### src/core/bus_pins_pkg.sv
// Constants, register map and carrier types of the bus pin unit.
// Assumes a single 50 MHz core clock and an APB register port.
//
// Summary of operation
// - Status 000 inta, 001 io rd, 010 io wr, 011 halt
// - Status 100 fetch, 101 mem rd, 110 mem wr, 111 passive
// - Status pins float during bus hold
// - DMA flag high in later cycle periods
// - DMA flag floats in hold and reset
// - Halving strap low at reset halves clock
// - Sync ready sampled without extra half stage
// - Sync ready high readies; low defers to async
// - Timer counts on synchronised rising input edges
// - Demod mode feeds both timers from demod input
// - Timer input held high when pin is gpio
// - Timer outputs pulse or waveform, float in hold/reset
// - Upper select covers F0000h 64K after reset
// - Upper block base and size programmable, 512K max
// - Upper select released, pulled high, during hold
// - Bank1 row strobe disables upper select permanently
// - Both isolation straps low float all pins except bus clock, bank1 row strobe and upper zero flag
// - Upper zero flag is NOR of A19-A16, whole cycle
// - High write enable is high enable OR strobe
// - Low write enable is address bit0 OR strobe
// - Write strobe on writes, floats in hold/reset
package bus_pins_pkg;

  // ==========================================================
  // Register map
  localparam logic [7:0] CTRL_OFFSET = 8'h00;
  localparam logic [7:0] UPPER_OFFSET = 8'h04;
  localparam logic [7:0] TMR0_OFFSET = 8'h08;
  localparam logic [7:0] TMR1_OFFSET = 8'h0c;
  localparam logic [7:0] STATUS_OFFSET = 8'h10;
  localparam logic [7:0] COUNT_OFFSET = 8'h14;

  localparam int CTRL_PWD_BIT = 0;
  localparam int CTRL_GPIO11_BIT = 1;
  localparam int CTRL_GPIO0_BIT = 2;
  localparam int CTRL_BANK1_BIT = 3;
  localparam int CTRL_TEN_LSB = 4;
  localparam int CTRL_TCONT_LSB = 6;
  localparam int UPPER_SIZE_LSB = 4;

  localparam logic [7:0] CTRL_RESET = 8'h00;
  localparam logic [3:0] UPPER_BASE_RESET = 4'hf;
  localparam logic [1:0] UPPER_SIZE_RESET = 2'h0;
  localparam logic [31:0] TMR_RESET = 32'h0000_0000;

  // ==========================================================
  // Bus cycle status codes
  localparam logic [2:0] ST_INTA = 3'h0;
  localparam logic [2:0] ST_IO_RD = 3'h1;
  localparam logic [2:0] ST_IO_WR = 3'h2;
  localparam logic [2:0] ST_HALT = 3'h3;
  localparam logic [2:0] ST_FETCH = 3'h4;
  localparam logic [2:0] ST_MEM_RD = 3'h5;
  localparam logic [2:0] ST_MEM_WR = 3'h6;
  localparam logic [2:0] ST_PASSIVE = 3'h7;

  // ==========================================================
  // Bus clock half periods, in core cycles minus one
  localparam logic [1:0] BUSCLK_HALF_NORMAL = 2'h0;
  localparam logic [1:0] BUSCLK_HALF_HALVED = 2'h1;

  typedef enum {BUS_IDLE, BUS_T1, BUS_T2, BUS_T3, BUS_T4} bus_state_t;

  typedef struct packed {
    logic [2:0] kind;
    logic [19:0] addr;
    logic high_byte_enable_n;
    logic dma;
  } cycle_req_t;

endpackage

### src/core/bus_pins.sv
// Bus pin unit: cycle status, strobes, chip select, straps, timers.
// Assumes the core hands over one cycle request at a time and that
// pin pulls and tri-state wires are resolved outside.
//
// The APB slave port and the address map were decided locally.
`timescale 1ns/10ps
`default_nettype none
module bus_pins (
  input wire logic core_clk,
  input wire logic reset_n,
  input wire logic psel,
  input wire logic penable,
  input wire logic pwrite,
  input wire logic [7:0] paddr,
  input wire logic [31:0] pwdata,
  output logic [31:0] prdata,
  output logic pready,
  output logic pslverr,
  input wire bus_pins_pkg::cycle_req_t cyc_req,
  input wire logic cyc_valid,
  output logic cyc_ready,
  input wire logic hold_request,
  output logic hold_ack,
  input wire logic sync_ready_input,
  input wire logic async_ready_input,
  input wire logic clock_halving_strap,
  input wire logic isolation_request_a,
  input wire logic isolation_request_b,
  input wire logic timer0_input,
  input wire logic timer1_input,
  input wire logic pulse_demod_input,
  output logic bus_clock_output,
  output logic clock_halving_mode,
  output logic pin_isolation_mode,
  output logic [2:0] bus_cycle_status,
  output logic bus_cycle_status_oe,
  output logic dma_cycle_flag,
  output logic dma_cycle_flag_oe,
  output logic upper_memory_select_n,
  output logic upper_memory_select_oe,
  output logic dram_bank1_row_strobe_n,
  output logic upper_zero_flag_n,
  output logic high_byte_write_enable_n,
  output logic low_byte_write_enable_n,
  output logic write_strobe_n,
  output logic strobe_oe,
  output logic [1:0] timer_output,
  output logic [1:0] timer_output_oe
);

  // ==========================================================
  // Reset release and pin synchronisers
  logic [1:0] rst_sync_r;
  logic rst_n_sync;
  logic [1:0] hold_s_r, async_ready_input_s_r, pd_s_r, half_s_r, isoa_s_r, isob_s_r;
  logic sync_ready_input_r;

  always_ff @(posedge core_clk or negedge reset_n) begin
    if (!reset_n) begin
      rst_sync_r <= 2'h0;
    end else begin
      rst_sync_r <= {rst_sync_r[0], 1'b1};
    end
  end
  assign rst_n_sync = rst_sync_r[1];

  always_ff @(posedge core_clk or negedge rst_n_sync) begin
    if (!rst_n_sync) begin
      hold_s_r <= 2'h0;
      async_ready_input_s_r <= 2'h0;
      // Idle level of the pulled-up pin, so no false edge after reset
      pd_s_r <= 2'h3;
      sync_ready_input_r <= 1'b0;
    end else begin
      hold_s_r <= {hold_s_r[0], hold_request};
      async_ready_input_s_r <= {async_ready_input_s_r[0], async_ready_input};
      pd_s_r <= {pd_s_r[0], pulse_demod_input};
      // Aligned to the bus clock, so one stage only
      sync_ready_input_r <= sync_ready_input;
    end
  end

  // ==========================================================
  // Straps, caught once after the reset release
  logic strap_done_r;
  // No reset: the pipes fill while reset is held, so the value caught
  // at the release is the strap level and not a reset constant
  always_ff @(posedge core_clk) begin
    half_s_r <= {half_s_r[0], clock_halving_strap};
    isoa_s_r <= {isoa_s_r[0], isolation_request_a};
    isob_s_r <= {isob_s_r[0], isolation_request_b};
  end
  always_ff @(posedge core_clk or negedge rst_n_sync) begin
    if (!rst_n_sync) begin
      strap_done_r <= 1'b0;
      clock_halving_mode <= 1'b0;
      pin_isolation_mode <= 1'b0;
    end else if (!strap_done_r) begin
      strap_done_r <= 1'b1;
      clock_halving_mode <= !half_s_r[1];
      pin_isolation_mode <= !isoa_s_r[1] && !isob_s_r[1];
    end
  end

  // ==========================================================
  // Bus clock divider; no PLL here, halving doubles the period
  logic [1:0] div_cnt_r;
  logic [1:0] half_lim;
  logic bus_tick;
  assign half_lim = clock_halving_mode ? bus_pins_pkg::BUSCLK_HALF_HALVED
                                       : bus_pins_pkg::BUSCLK_HALF_NORMAL;
  assign bus_tick = (div_cnt_r == half_lim) && !bus_clock_output;
  always_ff @(posedge core_clk or negedge rst_n_sync) begin
    if (!rst_n_sync) begin
      div_cnt_r <= 2'h0;
      bus_clock_output <= 1'b0;
    end else if (div_cnt_r == half_lim) begin
      div_cnt_r <= 2'h0;
      bus_clock_output <= !bus_clock_output;
    end else begin
      div_cnt_r <= div_cnt_r + 2'h1;
    end
  end

  // ==========================================================
  // APB registers
  logic [7:0] ctrl_r;
  logic [3:0] upper_base_r;
  logic [1:0] upper_size_r;
  logic [31:0] tmr_cfg_r [2];
  logic [15:0] tmr_cnt_r [2];
  logic bank1_on_r;
  logic apb_setup, apb_write, addr_ok;
  bus_pins_pkg::bus_state_t state_r;

  assign apb_setup = psel && !penable;
  assign apb_write = psel && penable && pready && pwrite;
  assign addr_ok = paddr inside {bus_pins_pkg::CTRL_OFFSET,
    bus_pins_pkg::UPPER_OFFSET, bus_pins_pkg::TMR0_OFFSET,
    bus_pins_pkg::TMR1_OFFSET, bus_pins_pkg::STATUS_OFFSET,
    bus_pins_pkg::COUNT_OFFSET};

  always_ff @(posedge core_clk or negedge rst_n_sync) begin
    if (!rst_n_sync) begin
      pready <= 1'b0;
      pslverr <= 1'b0;
      prdata <= 32'h0000_0000;
    end else begin
      pready <= apb_setup;
      pslverr <= apb_setup && !addr_ok;
      prdata <= 32'h0000_0000;
      if (apb_setup && !pwrite) begin
        case (paddr)
          bus_pins_pkg::CTRL_OFFSET: prdata <= {24'h0, ctrl_r};
          bus_pins_pkg::UPPER_OFFSET:
            prdata <= {26'h0, upper_size_r, upper_base_r};
          bus_pins_pkg::TMR0_OFFSET: prdata <= tmr_cfg_r[0];
          bus_pins_pkg::TMR1_OFFSET: prdata <= tmr_cfg_r[1];
          bus_pins_pkg::STATUS_OFFSET:
            prdata <= {26'h0, bank1_on_r, pin_isolation_mode,
                       clock_halving_mode, hold_ack, sync_ready_input_r,
                       state_r != bus_pins_pkg::BUS_IDLE};
          bus_pins_pkg::COUNT_OFFSET:
            prdata <= {tmr_cnt_r[1], tmr_cnt_r[0]};
          default: prdata <= 32'h0000_0000;
        endcase
      end
    end
  end

  always_ff @(posedge core_clk or negedge rst_n_sync) begin
    if (!rst_n_sync) begin
      ctrl_r <= bus_pins_pkg::CTRL_RESET;
      upper_base_r <= bus_pins_pkg::UPPER_BASE_RESET;
      upper_size_r <= bus_pins_pkg::UPPER_SIZE_RESET;
      tmr_cfg_r[0] <= bus_pins_pkg::TMR_RESET;
      tmr_cfg_r[1] <= bus_pins_pkg::TMR_RESET;
    end else if (apb_write) begin
      case (paddr)
        bus_pins_pkg::CTRL_OFFSET: ctrl_r <= pwdata[7:0];
        bus_pins_pkg::UPPER_OFFSET: begin
          upper_base_r <= pwdata[3:0];
          upper_size_r <= pwdata[5:4];
        end
        bus_pins_pkg::TMR0_OFFSET: tmr_cfg_r[0] <= pwdata;
        bus_pins_pkg::TMR1_OFFSET: tmr_cfg_r[1] <= pwdata;
        default: ;
      endcase
    end
  end

  // Sticky: once the bank is on, only reset brings the select back
  always_ff @(posedge core_clk or negedge rst_n_sync) begin
    if (!rst_n_sync) begin
      bank1_on_r <= 1'b0;
    end else if (ctrl_r[bus_pins_pkg::CTRL_BANK1_BIT]) begin
      bank1_on_r <= 1'b1;
    end
  end

  // ==========================================================
  // Bus cycle sequencer
  bus_pins_pkg::cycle_req_t cur_r;
  logic ready_now, drive_ok, in_upper, is_write;
  logic [3:0] size_mask;

  assign ready_now = sync_ready_input_r || async_ready_input_s_r[1];
  assign drive_ok = !hold_ack && !pin_isolation_mode;

  always_ff @(posedge core_clk or negedge rst_n_sync) begin
    if (!rst_n_sync) begin
      state_r <= bus_pins_pkg::BUS_IDLE;
      cur_r <= '0;
      hold_ack <= 1'b0;
      cyc_ready <= 1'b0;
    end else begin
      cyc_ready <= (state_r == bus_pins_pkg::BUS_IDLE) && drive_ok &&
                   !hold_s_r[1] && strap_done_r &&
                   // Stays up until taken; a request may wait for a tick
                   !(bus_tick && cyc_valid && cyc_ready);
      if (bus_tick) begin
        case (state_r)
          bus_pins_pkg::BUS_IDLE: begin
            // Hold only taken between cycles
            hold_ack <= hold_s_r[1];
            if (cyc_valid && cyc_ready && !hold_s_r[1]) begin
              cur_r <= cyc_req;
              state_r <= bus_pins_pkg::BUS_T1;
            end
          end
          bus_pins_pkg::BUS_T1: state_r <= bus_pins_pkg::BUS_T2;
          bus_pins_pkg::BUS_T2: state_r <= bus_pins_pkg::BUS_T3;
          bus_pins_pkg::BUS_T3: begin
            if (ready_now) begin
              state_r <= bus_pins_pkg::BUS_T4;
            end
          end
          bus_pins_pkg::BUS_T4: state_r <= bus_pins_pkg::BUS_IDLE;
          default: state_r <= bus_pins_pkg::BUS_IDLE;
        endcase
      end
    end
  end

  // Block of 64K shifted left by size, up to 512K
  assign size_mask = 4'hf << upper_size_r;
  assign in_upper = ((cur_r.addr[19:16] ^ upper_base_r) & size_mask)
                    == 4'h0;
  assign is_write = (cur_r.kind == bus_pins_pkg::ST_MEM_WR) ||
                    (cur_r.kind == bus_pins_pkg::ST_IO_WR);

  // ==========================================================
  // Pin registers, one core cycle behind the sequencer state
  logic active, mem_kind;
  assign active = state_r != bus_pins_pkg::BUS_IDLE;
  assign mem_kind = cur_r.kind[2] && cur_r.kind != bus_pins_pkg::ST_PASSIVE;

  always_ff @(posedge core_clk or negedge rst_n_sync) begin
    if (!rst_n_sync) begin
      bus_cycle_status <= bus_pins_pkg::ST_PASSIVE;
      bus_cycle_status_oe <= 1'b0;
      dma_cycle_flag <= 1'b0;
      dma_cycle_flag_oe <= 1'b0;
      upper_memory_select_n <= 1'b1;
      upper_memory_select_oe <= 1'b0;
      dram_bank1_row_strobe_n <= 1'b1;
      upper_zero_flag_n <= 1'b1;
      write_strobe_n <= 1'b1;
      high_byte_write_enable_n <= 1'b1;
      low_byte_write_enable_n <= 1'b1;
      strobe_oe <= 1'b0;
    end else begin
      bus_cycle_status_oe <= drive_ok;
      dma_cycle_flag_oe <= drive_ok;
      upper_memory_select_oe <= drive_ok;
      strobe_oe <= drive_ok;
      if (state_r inside {bus_pins_pkg::BUS_T1, bus_pins_pkg::BUS_T2,
                          bus_pins_pkg::BUS_T3}) begin
        bus_cycle_status <= cur_r.kind;
      end else begin
        bus_cycle_status <= bus_pins_pkg::ST_PASSIVE;
      end
      dma_cycle_flag <= cur_r.dma && active &&
                        state_r != bus_pins_pkg::BUS_T1;
      upper_zero_flag_n <= !(active &&
                             cur_r.addr[19:16] == 4'h0);
      upper_memory_select_n <= !(active && mem_kind && in_upper &&
                                 !bank1_on_r);
      dram_bank1_row_strobe_n <= !(active && mem_kind && in_upper &&
                                   bank1_on_r);
      write_strobe_n <= !(is_write &&
                          (state_r inside {bus_pins_pkg::BUS_T2,
                                           bus_pins_pkg::BUS_T3}));
      high_byte_write_enable_n <= cur_r.high_byte_enable_n ||
        !(is_write && (state_r inside {bus_pins_pkg::BUS_T2,
                                       bus_pins_pkg::BUS_T3}));
      low_byte_write_enable_n <= cur_r.addr[0] ||
        !(is_write && (state_r inside {bus_pins_pkg::BUS_T2,
                                       bus_pins_pkg::BUS_T3}));
    end
  end

  // ==========================================================
  // Timers; config word is period in low half, duty in high half
  logic [1:0] tin_pin;
  assign tin_pin = {timer1_input, timer0_input};

  for (genvar i = 0; i < 2; i++) begin : g_timer
    logic [1:0] tin_s_r;
    logic src, src_prev_r, rise, done_r, gpio_sel, ten, tcont;
    assign gpio_sel = (i == 0) ? ctrl_r[bus_pins_pkg::CTRL_GPIO11_BIT]
                               : ctrl_r[bus_pins_pkg::CTRL_GPIO0_BIT];
    assign ten = ctrl_r[bus_pins_pkg::CTRL_TEN_LSB + i];
    assign tcont = ctrl_r[bus_pins_pkg::CTRL_TCONT_LSB + i];
    assign src = ctrl_r[bus_pins_pkg::CTRL_PWD_BIT] ? pd_s_r[1]
               : (gpio_sel ? 1'b1 : tin_s_r[1]);
    assign rise = src && !src_prev_r;

    always_ff @(posedge core_clk or negedge rst_n_sync) begin
      if (!rst_n_sync) begin
        tin_s_r <= 2'h3;
        src_prev_r <= 1'b1;
      end else begin
        tin_s_r <= {tin_s_r[0], tin_pin[i]};
        src_prev_r <= src;
      end
    end

    always_ff @(posedge core_clk or negedge rst_n_sync) begin
      if (!rst_n_sync) begin
        tmr_cnt_r[i] <= 16'h0000;
        done_r <= 1'b0;
        timer_output[i] <= 1'b0;
        timer_output_oe[i] <= 1'b0;
      end else begin
        timer_output_oe[i] <= drive_ok;
        if (!ten) begin
          tmr_cnt_r[i] <= 16'h0000;
          done_r <= 1'b0;
          timer_output[i] <= 1'b0;
        end else begin
          if (rise) begin
            if (tmr_cnt_r[i] == tmr_cfg_r[i][15:0]) begin
              tmr_cnt_r[i] <= 16'h0000;
              done_r <= !tcont || done_r;
            end else begin
              tmr_cnt_r[i] <= tmr_cnt_r[i] + 16'h0001;
            end
          end
          if (tcont) begin
            timer_output[i] <= tmr_cnt_r[i] < tmr_cfg_r[i][31:16];
          end else begin
            timer_output[i] <= rise && !done_r &&
                               tmr_cnt_r[i] == tmr_cfg_r[i][15:0];
          end
        end
      end
    end
  end
endmodule // bus_pins
`default_nettype wire

### config.mk
export PLATFORM = sky130hd
export DESIGN_NAME = bus_pins
export DESIGN_NICKNAME = d
export VERILOG_FILES = /design/src/core/bus_pins_pkg.sv /design/src/core/bus_pins.sv
export SDC_FILE = /design/constraint.sdc
export NUM_CORES = 1
export LEC_CHECK = 0
export ABC_AREA = 1
export BUFFER_PORTS_ARGS = -buffer_cell sky130_fd_sc_hd__buf_2
export CAP_MARGIN = 20
export CORE_ASPECT_RATIO = 1.4
export CORE_MARGIN = 5
export CORE_UTILIZATION = 50
export CTS_BUF_LIST = sky130_fd_sc_hd__clkbuf_4
export DETAILED_ROUTE_END_ITERATION = 16
export GPL_TIMING_DRIVEN = 0
export PLACE_DENSITY = 0.67
export SLEW_MARGIN = 15
export SYNTH_ARGS = -nofsm -noshare
export SYNTH_HDL_FRONTEND = slang
export SYNTH_SLANG_ARGS = --single-unit
### constraint.sdc
create_clock -name core_clk -period 14.4 [get_ports core_clk]
set_clock_uncertainty 0.15 [all_clocks]
set_input_delay 2.88 -clock core_clk [delete_from_list [all_inputs] [get_ports core_clk]]
set_output_delay 2.88 -clock core_clk [all_outputs]
set_load 0.05 [all_outputs]
==> flow_metrics.tcl, run 1 <==
set metrics [dict create \
    p_leak_nw 5.795 \
    period_share 0.3116 \
    avgRoutedWirePerCell_um 16.99 \
    grt_overflow 0 \
    hold_slack_ns 0.1700 \
    syn2layout_area_growth_pct 17.07 \
    layout.cells.most_common "nand2_1" \
    synth_seq_cells 202 \
    port_buffers 121 \
    finalSetupViolCount 0 \
    synth_cells 1234 \
    async_reset_ff_frac 0.9703 \
    ant_nets 0 \
    end_kind "primary output" \
    hp-class "register to asynchronous set/reset pin" \
    cts_setup_buffers 0 \
    first_iter_violations 633 \
    row_count 61 \
    cp.arrival_ns 1.46 \
    critPathSlowestCell "dfrtp_1" \
    synth_edf_count 0 \
    die_width_um 129.5 \
    irDropWorstVdd_mv 0.1303 \
    crit_path_max_incr_delay_ns 0.43 \
    place_hpwl_um 21990 \
    drv_cap 0 \
    tightest_slew_ns 0.7133 \
    cpLargestDelayFamily "flip-flops" \
    first_pass_iters 5 \
    final_cell_mix "335 x nand2_1, 174 x dfrtp_1, 161 x inv_1" \
    synth_area_mm2 0.009997 \
    synth-main-ff-cell "dfrtp_1" \
    die-area_mm2 0.02296 \
    cp_cell_sequence "buf_4 > buf_2" \
    io_pins 137 \
    routabilityCongestion 0.9083 \
    clock_path_buffers 3 \
    final_nets 1525 \
    drv_slew 0 \
    reg2reg_slack_ns 12.03 \
    drc 0 \
    cts_buffers 50 \
    grt_max_degree 56 \
    yosysSeqAreaShare 0.5053 \
    r2r_end "tmr_cnt_r[2]" \
    cts_tree "yes" \
    netlist-cell-type-count 42 \
    grt_pass1_vias 8992 \
    cts-htree-levels 2 \
    die_h_um 177.3 \
    cp-start-kind "register" \
    hold_violations 0 \
    drive_gt1_frac 0.2077 \
    ff2ff_path_depth 11 \
    required_ns 11.37 \
    place_inst 1612 \
    rsz0062_at_grt "false" \
    ys_warn_count 0 \
    clk_pin_slew_ns 0.07 \
    max_freq_mhz 222.9 \
    antenna_found_initial 1 \
    num_vias 8856 \
    critPathKind "register to primary output" \
    p_per_area_mw_per_mm2 106.9 \
    tns_ns 0 \
    post-route-min-period_ns 4.487 \
    coreArea_mm2 0.01977 \
    synth_top_area_share 0.4380 \
    grt_pass1_wl_um 46320 \
    fin_cells 1708 \
    start_util 0.5057 \
    clk_latency_ns 0.66 \
    ys_top_cells_by_area "dfrtp_1 44%, nand2_1 13%, inv_1 6.0%" \
    cts-root-buf "clkbuf_4" \
    synth_area_leader_cell "dfrtp_1" \
    syn_avg_cell_area_um2 8.101 \
    status "complete, no violations" \
    critPathBufInv 2 \
    crit_fanout 6 \
    cts.sinks 202 \
    routed_wl_um 29020 \
    track_usage 0.2599 \
    r2r_start "tmr_cnt_r[12]" \
    vias_per_cell 5.185 \
    slew_headroom 0.5219 \
]
## layout make-up
cell class	count	area [um2]
fillers	1886	8064
flip-flops and latches	202	5055
multi-input cells	816	4071
repair buffers	126	718.2
inverters	179	671.9
clock buffers	74	555.5
well taps	252	315.3
plain buffers	38	206.4
clock inverters	19	105.1
diodes	2	5.005
## kinds of logic (layout without fill, tap and decap cells)
kind of cell	count (synthesis)	count (layout)	share of synthesized area
adder cells (fa/ha/maj)	32	32	0.04005
flip-flops	202	202	0.5053
buffers and inverters	217	436	0.08786
XOR/XNOR	30	30	0.02628
AND/OR/NAND/NOR	551	551	0.2330
AO/OA/AOI/OAI	201	201	0.1071
other	1	4	0.0003751
## cell usage after synthesis (2+ instances only)
cell type and instances:
inv_1 161, o21ai_2 2, nand3_1 42, nor2_1 105, dfxtp_1 6, inv_2 18
nand3b_1 2, o21a_1 4, o21ai_1 45, nand4_1 17, dfstp_2 21, nor2_2 12
nand2_2 7, nand3_2 2, ha_1 32, nor4_1 4, or2_2 4, nor3_2 4
xnor2_1 4, o22ai_1 24, a31oi_1 2, clkbuf_1 11, nor3_1 13, buf_4 7
o21ai_0 60, buf_6 3, buf_2 12, xor2_1 26, nand2_1 335, buf_1 5
a21oi_1 59, dfrtp_1 175
## timing repair
item | in CTS | in global routing
endpoints found under the setup margin | 0 | 0
hold buffers | 1 | 0
endpoints found under the hold margin | 2 | 0
resized for setup | 0 | 0
## flip-flops by register name, indices dropped and copies added, names as in the netlist, 3 cells and up
signal / cells
state_r: 3
bus_cycle_status: 3
prdata: 32
ctrl_r: 8
upper_base_r: 4
tmr_cnt_r: 32
cur_r: 10
g_timer.tin_s_r: 4
tmr_cfg_r: 64
## where the power goes
group / switching, mW / leakage, nW / internal, mW
clock: 0.237 / 0.391 / 0.255
combinational: 0.107 / 2.74 / 0.0439
sequential: 0.0195 / 2.66 / 0.589
## worst max path at each step
stage          cells after the start               start                  endpoint  slack, ns
5_1_grt                            2  timer_output_oe[1]         dma_cycle_flag_oe       9.81
6_report                           2  timer_output_oe[1]                 strobe_oe       9.91
2_1_floorplan                      0       rst_sync_r[1]  async_ready_input_s_r[0]       8.42
3_5_place_dp                       7            paddr[5]                 ctrl_r[4]       9.58
3_3_place_gp                       0       rst_sync_r[1]             tmr_cnt_r[29]       6.22
4_1_cts                            2  timer_output_oe[1]                 strobe_oe       9.85
## per-stage QoR
step                      area (um2)  setup WS, ns  total power, mW  utilization
after floorplan                10000         8.421           0.7237            -
after global placement         10920         6.222           0.7640       0.5525
after detailed placement       11030         9.584           0.7710       0.5579
after CTS                      11700         9.849            1.266       0.5918
after global routing           11700         9.807            1.311       0.5921
final                          11700         9.913            1.251       0.5921
## layer usage
metal / GRT usage / routed length, um / vias to the layer above
met4: 0.1365 / 1654 / 0
met3: 0.04998 / 1863 / 86
li1: - / - / 4307
met5: 0 / 0 / -
met2: 0.4479 / 14290 / 349
met1: 0.3048 / 11210 / 4114
No activity file was read; power rests on OpenSTA's default activity.
==> inputs of run 2 (changes only) <==
--- a/config.mk
+++ b/config.mk
@@ -14,7 +14,7 @@
 export CTS_BUF_LIST = sky130_fd_sc_hd__clkbuf_4
 export DETAILED_ROUTE_END_ITERATION = 16
 export GPL_TIMING_DRIVEN = 0
-export PLACE_DENSITY = 0.67
+export PLACE_DENSITY = 0.7
 export SLEW_MARGIN = 15
 export SYNTH_ARGS = -nofsm -noshare
 export SYNTH_HDL_FRONTEND = slang
==> constraint.sdc (replaced) <==
create_clock -name core_clk -period 4.1 [get_ports core_clk]
set_clock_uncertainty 0.15 [all_clocks]
set_input_delay 0.82 -clock core_clk [delete_from_list [all_inputs] [get_ports core_clk]]
set_output_delay 0.82 -clock core_clk [all_outputs]
set_load 0.05 [all_outputs]
==> run 2 against run 1 <==
First-iteration DRC count shrank 8.4%. Hold slack worse by 0.062 ns. Flip-flop and latch count is the same. Die area unchanged. Clock-buffer cell count increased by 2. Worst setup slack lost 8.3 ns. Global-route usage shrank 0.17 points. Critical path type unchanged. Critical endpoint unchanged. Highest routed layer unchanged.
==> flow_metrics.tcl, run 2 (synthesis results as in run 1) <==
set metrics [dict create \
    reg2reg_slack_ns 2.00 \
    io_pins 137 \
    largest_reg_flops 64 \
    port_buffers 121 \
    hp-class "primary input to register" \
    clk_pin_slew_ns 0.07 \
    drc 0 \
    min_path_cells 1 \
    drv_cap 0 \
    end_kind "primary output" \
    fin_total_pwr_mw 4.413 \
    cp-startpoint "timer_output_oe[1]" \
    cp.arrival_ns 1.47 \
    row_count 61 \
    track_usage 0.2582 \
    required_ns 3.13 \
    clk_latency_ns 0.67 \
    routed_wl_um 29000 \
    ff2ff_path_depth 11 \
    hold_violations 0 \
    cts-root-buf "clkbuf_4" \
    cts.sinks 202 \
    start_util 0.5057 \
    final_cell_mix "335 x nand2_1, 174 x dfrtp_1, 161 x inv_1" \
    largestRegisters "tmr_cfg_r: 64 flops, prdata: 32 flops, tmr_cnt_r: 32 flops" \
    p_leak_nw 5.801 \
    drv_slew 0 \
    rsz0062_at_grt "false" \
    tns_ns 0 \
    worstHoldEndpoint "async_ready_input_s_r[0]" \
    first_iter_violations 580 \
    die-area_mm2 0.02296 \
    critPathKind "register to primary output" \
    postPlaceCellArea_mm2 0.01100 \
    drive_gt1_frac 0.2095 \
    min_from "async_ready_input" \
    regMostFlops "tmr_cfg_r" \
    cts-htree-levels 2 \
    crit_fanout 6 \
    cts_tree "yes" \
    layout.cells.most_common "nand2_1" \
    r2r_end "tmr_cnt_r[2]" \
    utilization 0.5915 \
    die_width_um 129.5 \
    irDropWorstVdd_mv 0.5311 \
    post-route-min-period_ns 2.439 \
    period_share 0.5949 \
    first_pass_iters 6 \
    place_hpwl_um 21790 \
    num_vias 8994 \
    vias_per_cell 5.263 \
    r2r_start "tmr_cnt_r[11]" \
    routabilityCongestion 0.9516 \
    grt_pass1_wl_um 46270 \
    final_nets 1525 \
    die_h_um 177.3 \
    grt_pass1_vias 8889 \
    cp-start-kind "register" \
    avgRoutedWirePerCell_um 16.97 \
    grt_overflow 0 \
    slew_headroom 0.5343 \
    coreArea_mm2 0.01977 \
    clock_path_buffers 3 \
    syn2layout_area_growth_pct 16.96 \
    antenna_found_initial 1 \
    grt_max_degree 61 \
    p_per_area_mw_per_mm2 377.4 \
    cts_buffers 51 \
    finalSetupViolCount 0 \
    status "complete, no violations" \
    final_area_mm2 0.01169 \
    max_freq_mhz 410.0 \
    tightest_slew_ns 0.6947 \
    ant_nets 0 \
]
==> run 2: worst max path at each step <==
| stage | endpoint | depth (start not counted) |
|---|---|---|
| 6_report | strobe_oe | 2 |
| 5_1_grt | upper_memory_select_oe | 2 |
| 4_1_cts | strobe_oe | 2 |
| 3_5_place_dp | ctrl_r[5] | 8 |
| 3_3_place_gp | tmr_cnt_r[31] | 0 |
| 2_1_floorplan | async_ready_input_s_r[0] | 0 |
==> run 2: power breakdown <==
group	switching, mW	leakage (nW)	internal (mW)	total, mW
combinational	0.364	2.73	0.151	0.515
clock	0.836	0.410	0.919	1.75
sequential	0.0734	2.66	2.07	2.14
==> run 2: critical path, cell delays in order, from the launching register on <==
cell and delay, ns:
dfrtp_1 0.44, buf_4 0.13, buf_2 0.25
==> run 2: metal layers <==
metal,vias to the layer above,track usage,routed length [um]
li1,4316,-,-
met1,4187,0.3114,11040
met2,397,0.4377,14250
met3,94,0.04517,2087
met4,0,0.1382,1617
met5,-,0,0
==> run 2: final cells by class <==
| class | instances | area, um2 |
|---|---|---|
| well taps | 252 | 315.3 |
| multi-input cells | 816 | 4071 |
| diodes | 1 | 2.502 |
| fillers | 1851 | 8075 |
| repair buffers | 125 | 690.7 |
| clock buffers | 76 | 570.5 |
| flip-flops and latches | 202 | 5055 |
| plain buffers | 38 | 206.4 |
| clock inverters | 20 | 108.9 |
| inverters | 179 | 671.9 |
==> run 2: what timing repair did <==
action | 4_1_cts | 5_1_grt
setup buffers | 0 | 0
gates resized for setup | 0 | 0
hold buffers | 1 | 0
hold endpoints to repair | 2 | 0
==> run 2: metrics by stage <==
stage	setup WS [ns]	hold WS (ns)	cells
floorplan	0.7393	0.1596	1235
global placement	-0.4434	0.1607	1608
detailed placement	1.359	0.1657	1611
CTS	1.610	0.04846	1708
global route	1.549	0.05850	1709
finish	1.661	0.1076	1709
==> inputs of run 3 (changes only) <==
--- a/config.mk
+++ b/config.mk
@@ -5,7 +5,7 @@
 export SDC_FILE = /design/constraint.sdc
 export NUM_CORES = 1
 export LEC_CHECK = 0
-export ABC_AREA = 1
+export ABC_AREA = 0
 export BUFFER_PORTS_ARGS = -buffer_cell sky130_fd_sc_hd__buf_2
 export CAP_MARGIN = 20
 export CORE_ASPECT_RATIO = 1.4
@@ -14,7 +14,7 @@
 export CTS_BUF_LIST = sky130_fd_sc_hd__clkbuf_4
 export DETAILED_ROUTE_END_ITERATION = 16
 export GPL_TIMING_DRIVEN = 0
-export PLACE_DENSITY = 0.7
+export PLACE_DENSITY = 0.67
 export SLEW_MARGIN = 15
 export SYNTH_ARGS = -nofsm -noshare
 export SYNTH_HDL_FRONTEND = slang
==> constraint.sdc (replaced) <==
create_clock -name core_clk -period 2.3 [get_ports core_clk]
set_clock_uncertainty 0.15 [all_clocks]
set_input_delay 0.46 -clock core_clk [delete_from_list [all_inputs] [get_ports core_clk]]
set_output_delay 0.46 -clock core_clk [all_outputs]
set_load 0.05 [all_outputs]
==> run 3 against run 2 <==
Global-route usage shrank 2.5 points. Clock-buffer cell count rose by 3. Clock power is 82% higher. Sequential power up 81%. Flip-flop and latch count is the same. Hold slack better by 0.069 ns. Non-clock buffer count is 66 higher. Via count is 19% lower. Register-to-register slack worse by 1.9 ns. Final cell count shrank 23%. Largest cell class unchanged. Largest power group unchanged.
==> flow_metrics.tcl, run 3 <==
set metrics [dict create \
    comb_power_share 0.135 \
    antenna_found_initial 1 \
    cts_buffers 50 \
    ant_nets 0 \
    die-area_mm2 0.02186 \
    cpLargestDelayFamily "simple AND/OR/NAND/NOR gates" \
    routed_wl_um 25360 \
    synth-main-ff-cell "dfrtp_1" \
    synth_cells 798 \
    grt_pass1_vias 7401 \
    yosysMostFrequentCell "dfrtp_1" \
    synth_seq_cells 202 \
    p_per_area_mw_per_mm2 689.2 \
    synth_simple_gate_area_frac 0.1236 \
    synth_top_area_share 0.4617 \
    track_usage 0.2337 \
    cts-htree-levels 2 \
    yosys-mux-area-fraction 0.1244 \
    min_from "pwrite" \
    die_h_um 173.0 \
    place_hpwl_um 18320 \
    crit_path_max_incr_delay_ns 0.44 \
    regMostFlops "tmr_cfg_r" \
    clk_pin_slew_ns 0.06 \
    cts-root-buf "clkbuf_4" \
    finalSetupViolCount 0 \
    power_switching_mw 2.265 \
    async_reset_ff_frac 0.9703 \
    ys_warn_count 0 \
    layout.cells.most_common "dfrtp_1" \
    cp-startpoint "tmr_cnt_r[2]" \
    required_ns 2.68 \
    final_area_mm2 0.01184 \
    io_pins 137 \
    worstHoldEndpoint "prdata[0]" \
    min_path_cells 4 \
    tns_ns 0 \
    multi_input_area_mm2 0.004070 \
    avgRoutedWirePerCell_um 19.21 \
    clk_latency_ns 0.67 \
    swShare 0.2775 \
    drc 0 \
    final_cell_mix "167 x dfrtp_1, 132 x buf_2, 79 x clkbuf_4" \
    cts.sinks 202 \
    vias_per_cell 5.513 \
    routabilityCongestion 0.8713 \
    p_clk_frac 0.389 \
    final_nets 1150 \
    grt_overflow 0 \
    yosysSeqAreaShare 0.5326 \
    period_share 0.9546 \
    seqPwrFrac 0.475 \
    utilization 0.6366 \
    cts_tree "yes" \
    die_width_um 126.4 \
    drv_slew 0 \
    synth_common_cells "175 x dfrtp_1, 68 x nor2_1, 64 x mux2_1" \
    crit_fanout 7 \
    first_pass_iters 6 \
    syn2layout_area_growth_pct 24.87 \
    grt_max_degree 59 \
    start_util 0.5098 \
    cp_cell_sequence "clkbuf_1 > xor2_1 > nor4_2 > nand4_2 > or3_1 > o32ai_2" \
    postPlaceCellArea_mm2 0.01049 \
    row_count 59 \
    max_freq_mhz 455.5 \
    nFillCells 1553 \
    drv_cap 0 \
    reg2reg_slack_ns 0.10 \
    num_vias 7277 \
    netlist-cell-type-count 64 \
    synth_top_family_by_area "multiplexers" \
    post-route-min-period_ns 2.196 \
    seqCellArea_mm2 0.005064 \
    synthAdderAreaFrac 0.04222 \
    critPathKind "register to register" \
    synth_area_leader_cell "dfrtp_1" \
    p_leak_nw 5.855 \
    status "complete, no violations" \
    largest_reg_flops 64 \
    drive_gt1_frac 0.3005 \
    irDropWorstVdd_mv 0.3734 \
    hp-class "primary input to register" \
    synth_edf_count 0 \
    synth_compound_area_frac 0.08061 \
    r2r_start "tmr_cnt_r[2]" \
    coreArea_mm2 0.01860 \
    cp.arrival_ns 2.57 \
    tightest_slew_ns 0.7370 \
    r2r_end "timer_output[1]" \
    end_kind "register" \
    first_iter_violations 561 \
    ys_top_cells_by_area "dfrtp_1 46%, mux2_1 7.6%, dfstp_2 5.8%" \
    largestRegisters "tmr_cfg_r: 64 flops, prdata: 32 flops, tmr_cnt_r: 32 flops" \
    clock_path_buffers 3 \
    critPathSlowestCell "or3_1" \
    port_buffers 121 \
    cp-start-kind "register" \
    synth_xor_area_frac 0.05356 \
    syn_avg_cell_area_um2 11.88 \
    ff2ff_path_depth 6 \
    synth_area_mm2 0.009484 \
    slew_headroom 0.5020 \
    hold_violations 0 \
    critPathBufInv 1 \
    intPower_mw 5.897 \
    grt_pass1_wl_um 40360 \
]
[run 3: worst reg2reg max path, delay by kind of cell (launching register included)]
family	cells	cell delay, ns
simple gates	3	0.86
flops	1	0.35
buf+inv	1	0.35
compound gates	1	0.23
xor+xnor	1	0.15
[run 3: metrics by stage]
step	setup WS (ns)	hold WS (ns)	cells	power, mW
after floorplan	0.1583	0.01441	799	4.669
after global placement	-0.5667	0.09522	1164	4.944
after detailed placement	-0.2485	0.1001	1167	4.978
after CTS	0.01505	0.1507	1315	8.270
after global routing	-0.005069	0.1594	1320	8.566
final	0.1044	0.1771	1320	8.162
[run 3: power groups by stage]
stage	registers [mW]	logic (mW)	clock network (mW)
after detailed placement	3.95	1.03	0
after global routing	3.91	1.19	3.47
after floorplan	4.20	0.465	0
after global placement	3.99	0.950	0
after CTS	3.88	1.11	3.28
final	3.88	1.11	3.18
[run 3: final cells by class]
type                            count  share of cell area
Tap cell                          244             0.02578
Buffer                             40             0.02081
Timing Repair Buffer              189              0.1116
Multi-Input combinational cell    515              0.3437
Clock inverter                     10            0.007607
Inverter                           40             0.01268
Sequential cell                   202              0.4276
Clock buffer                       79             0.05008
Antenna cell                        1           0.0002113
[run 3: routing by layer]
metal / vias up / GRT usage / wire (um)
met5: - / 0 / 0
met4: 0 / 0.09973 / 1000
met3: 69 / 0.04969 / 1680
met2: 288 / 0.3973 / 13020
met1: 3552 / 0.2864 / 9656
li1: 3368 / - / -
[run 3: cell families after synthesis]
| logic type | count (synthesis) |
|---|---|
| AO/OA/AOI/OAI | 103 |
| XOR/XNOR | 58 |
| adder cells (fa/ha/maj) | 32 |
| buffers and inverters | 82 |
| flip-flops | 202 |
| multiplexers | 99 |
| other | 1 |
| AND/OR/NAND/NOR | 221 |
[run 3: timing repair]
item,4_1_cts,5_1_grt
hold buffers,58,0
resized for setup,2,12
endpoints found under the hold margin,102,0
pin swaps,2,3
buffers inserted,2,5
endpoints found under the setup margin,22,24
[run 3: how the worst max path moves through the flow]
| stage | slack [ns] | to | cells past startpoint |
|---|---|---|---|
| 6_report | 0.10 | timer_output[1] | 6 |
| 5_1_grt | -0.005 | tmr_cnt_r[29] | 6 |
| 4_1_cts | 0.02 | timer_output[0] | 5 |
| 3_5_place_dp | -0.25 | prdata[9] | 6 |
| 3_3_place_gp | -0.57 | div_cnt_r[1] | 0 |
| 2_1_floorplan | 0.16 | async_ready_input_s_r[0] | 0 |
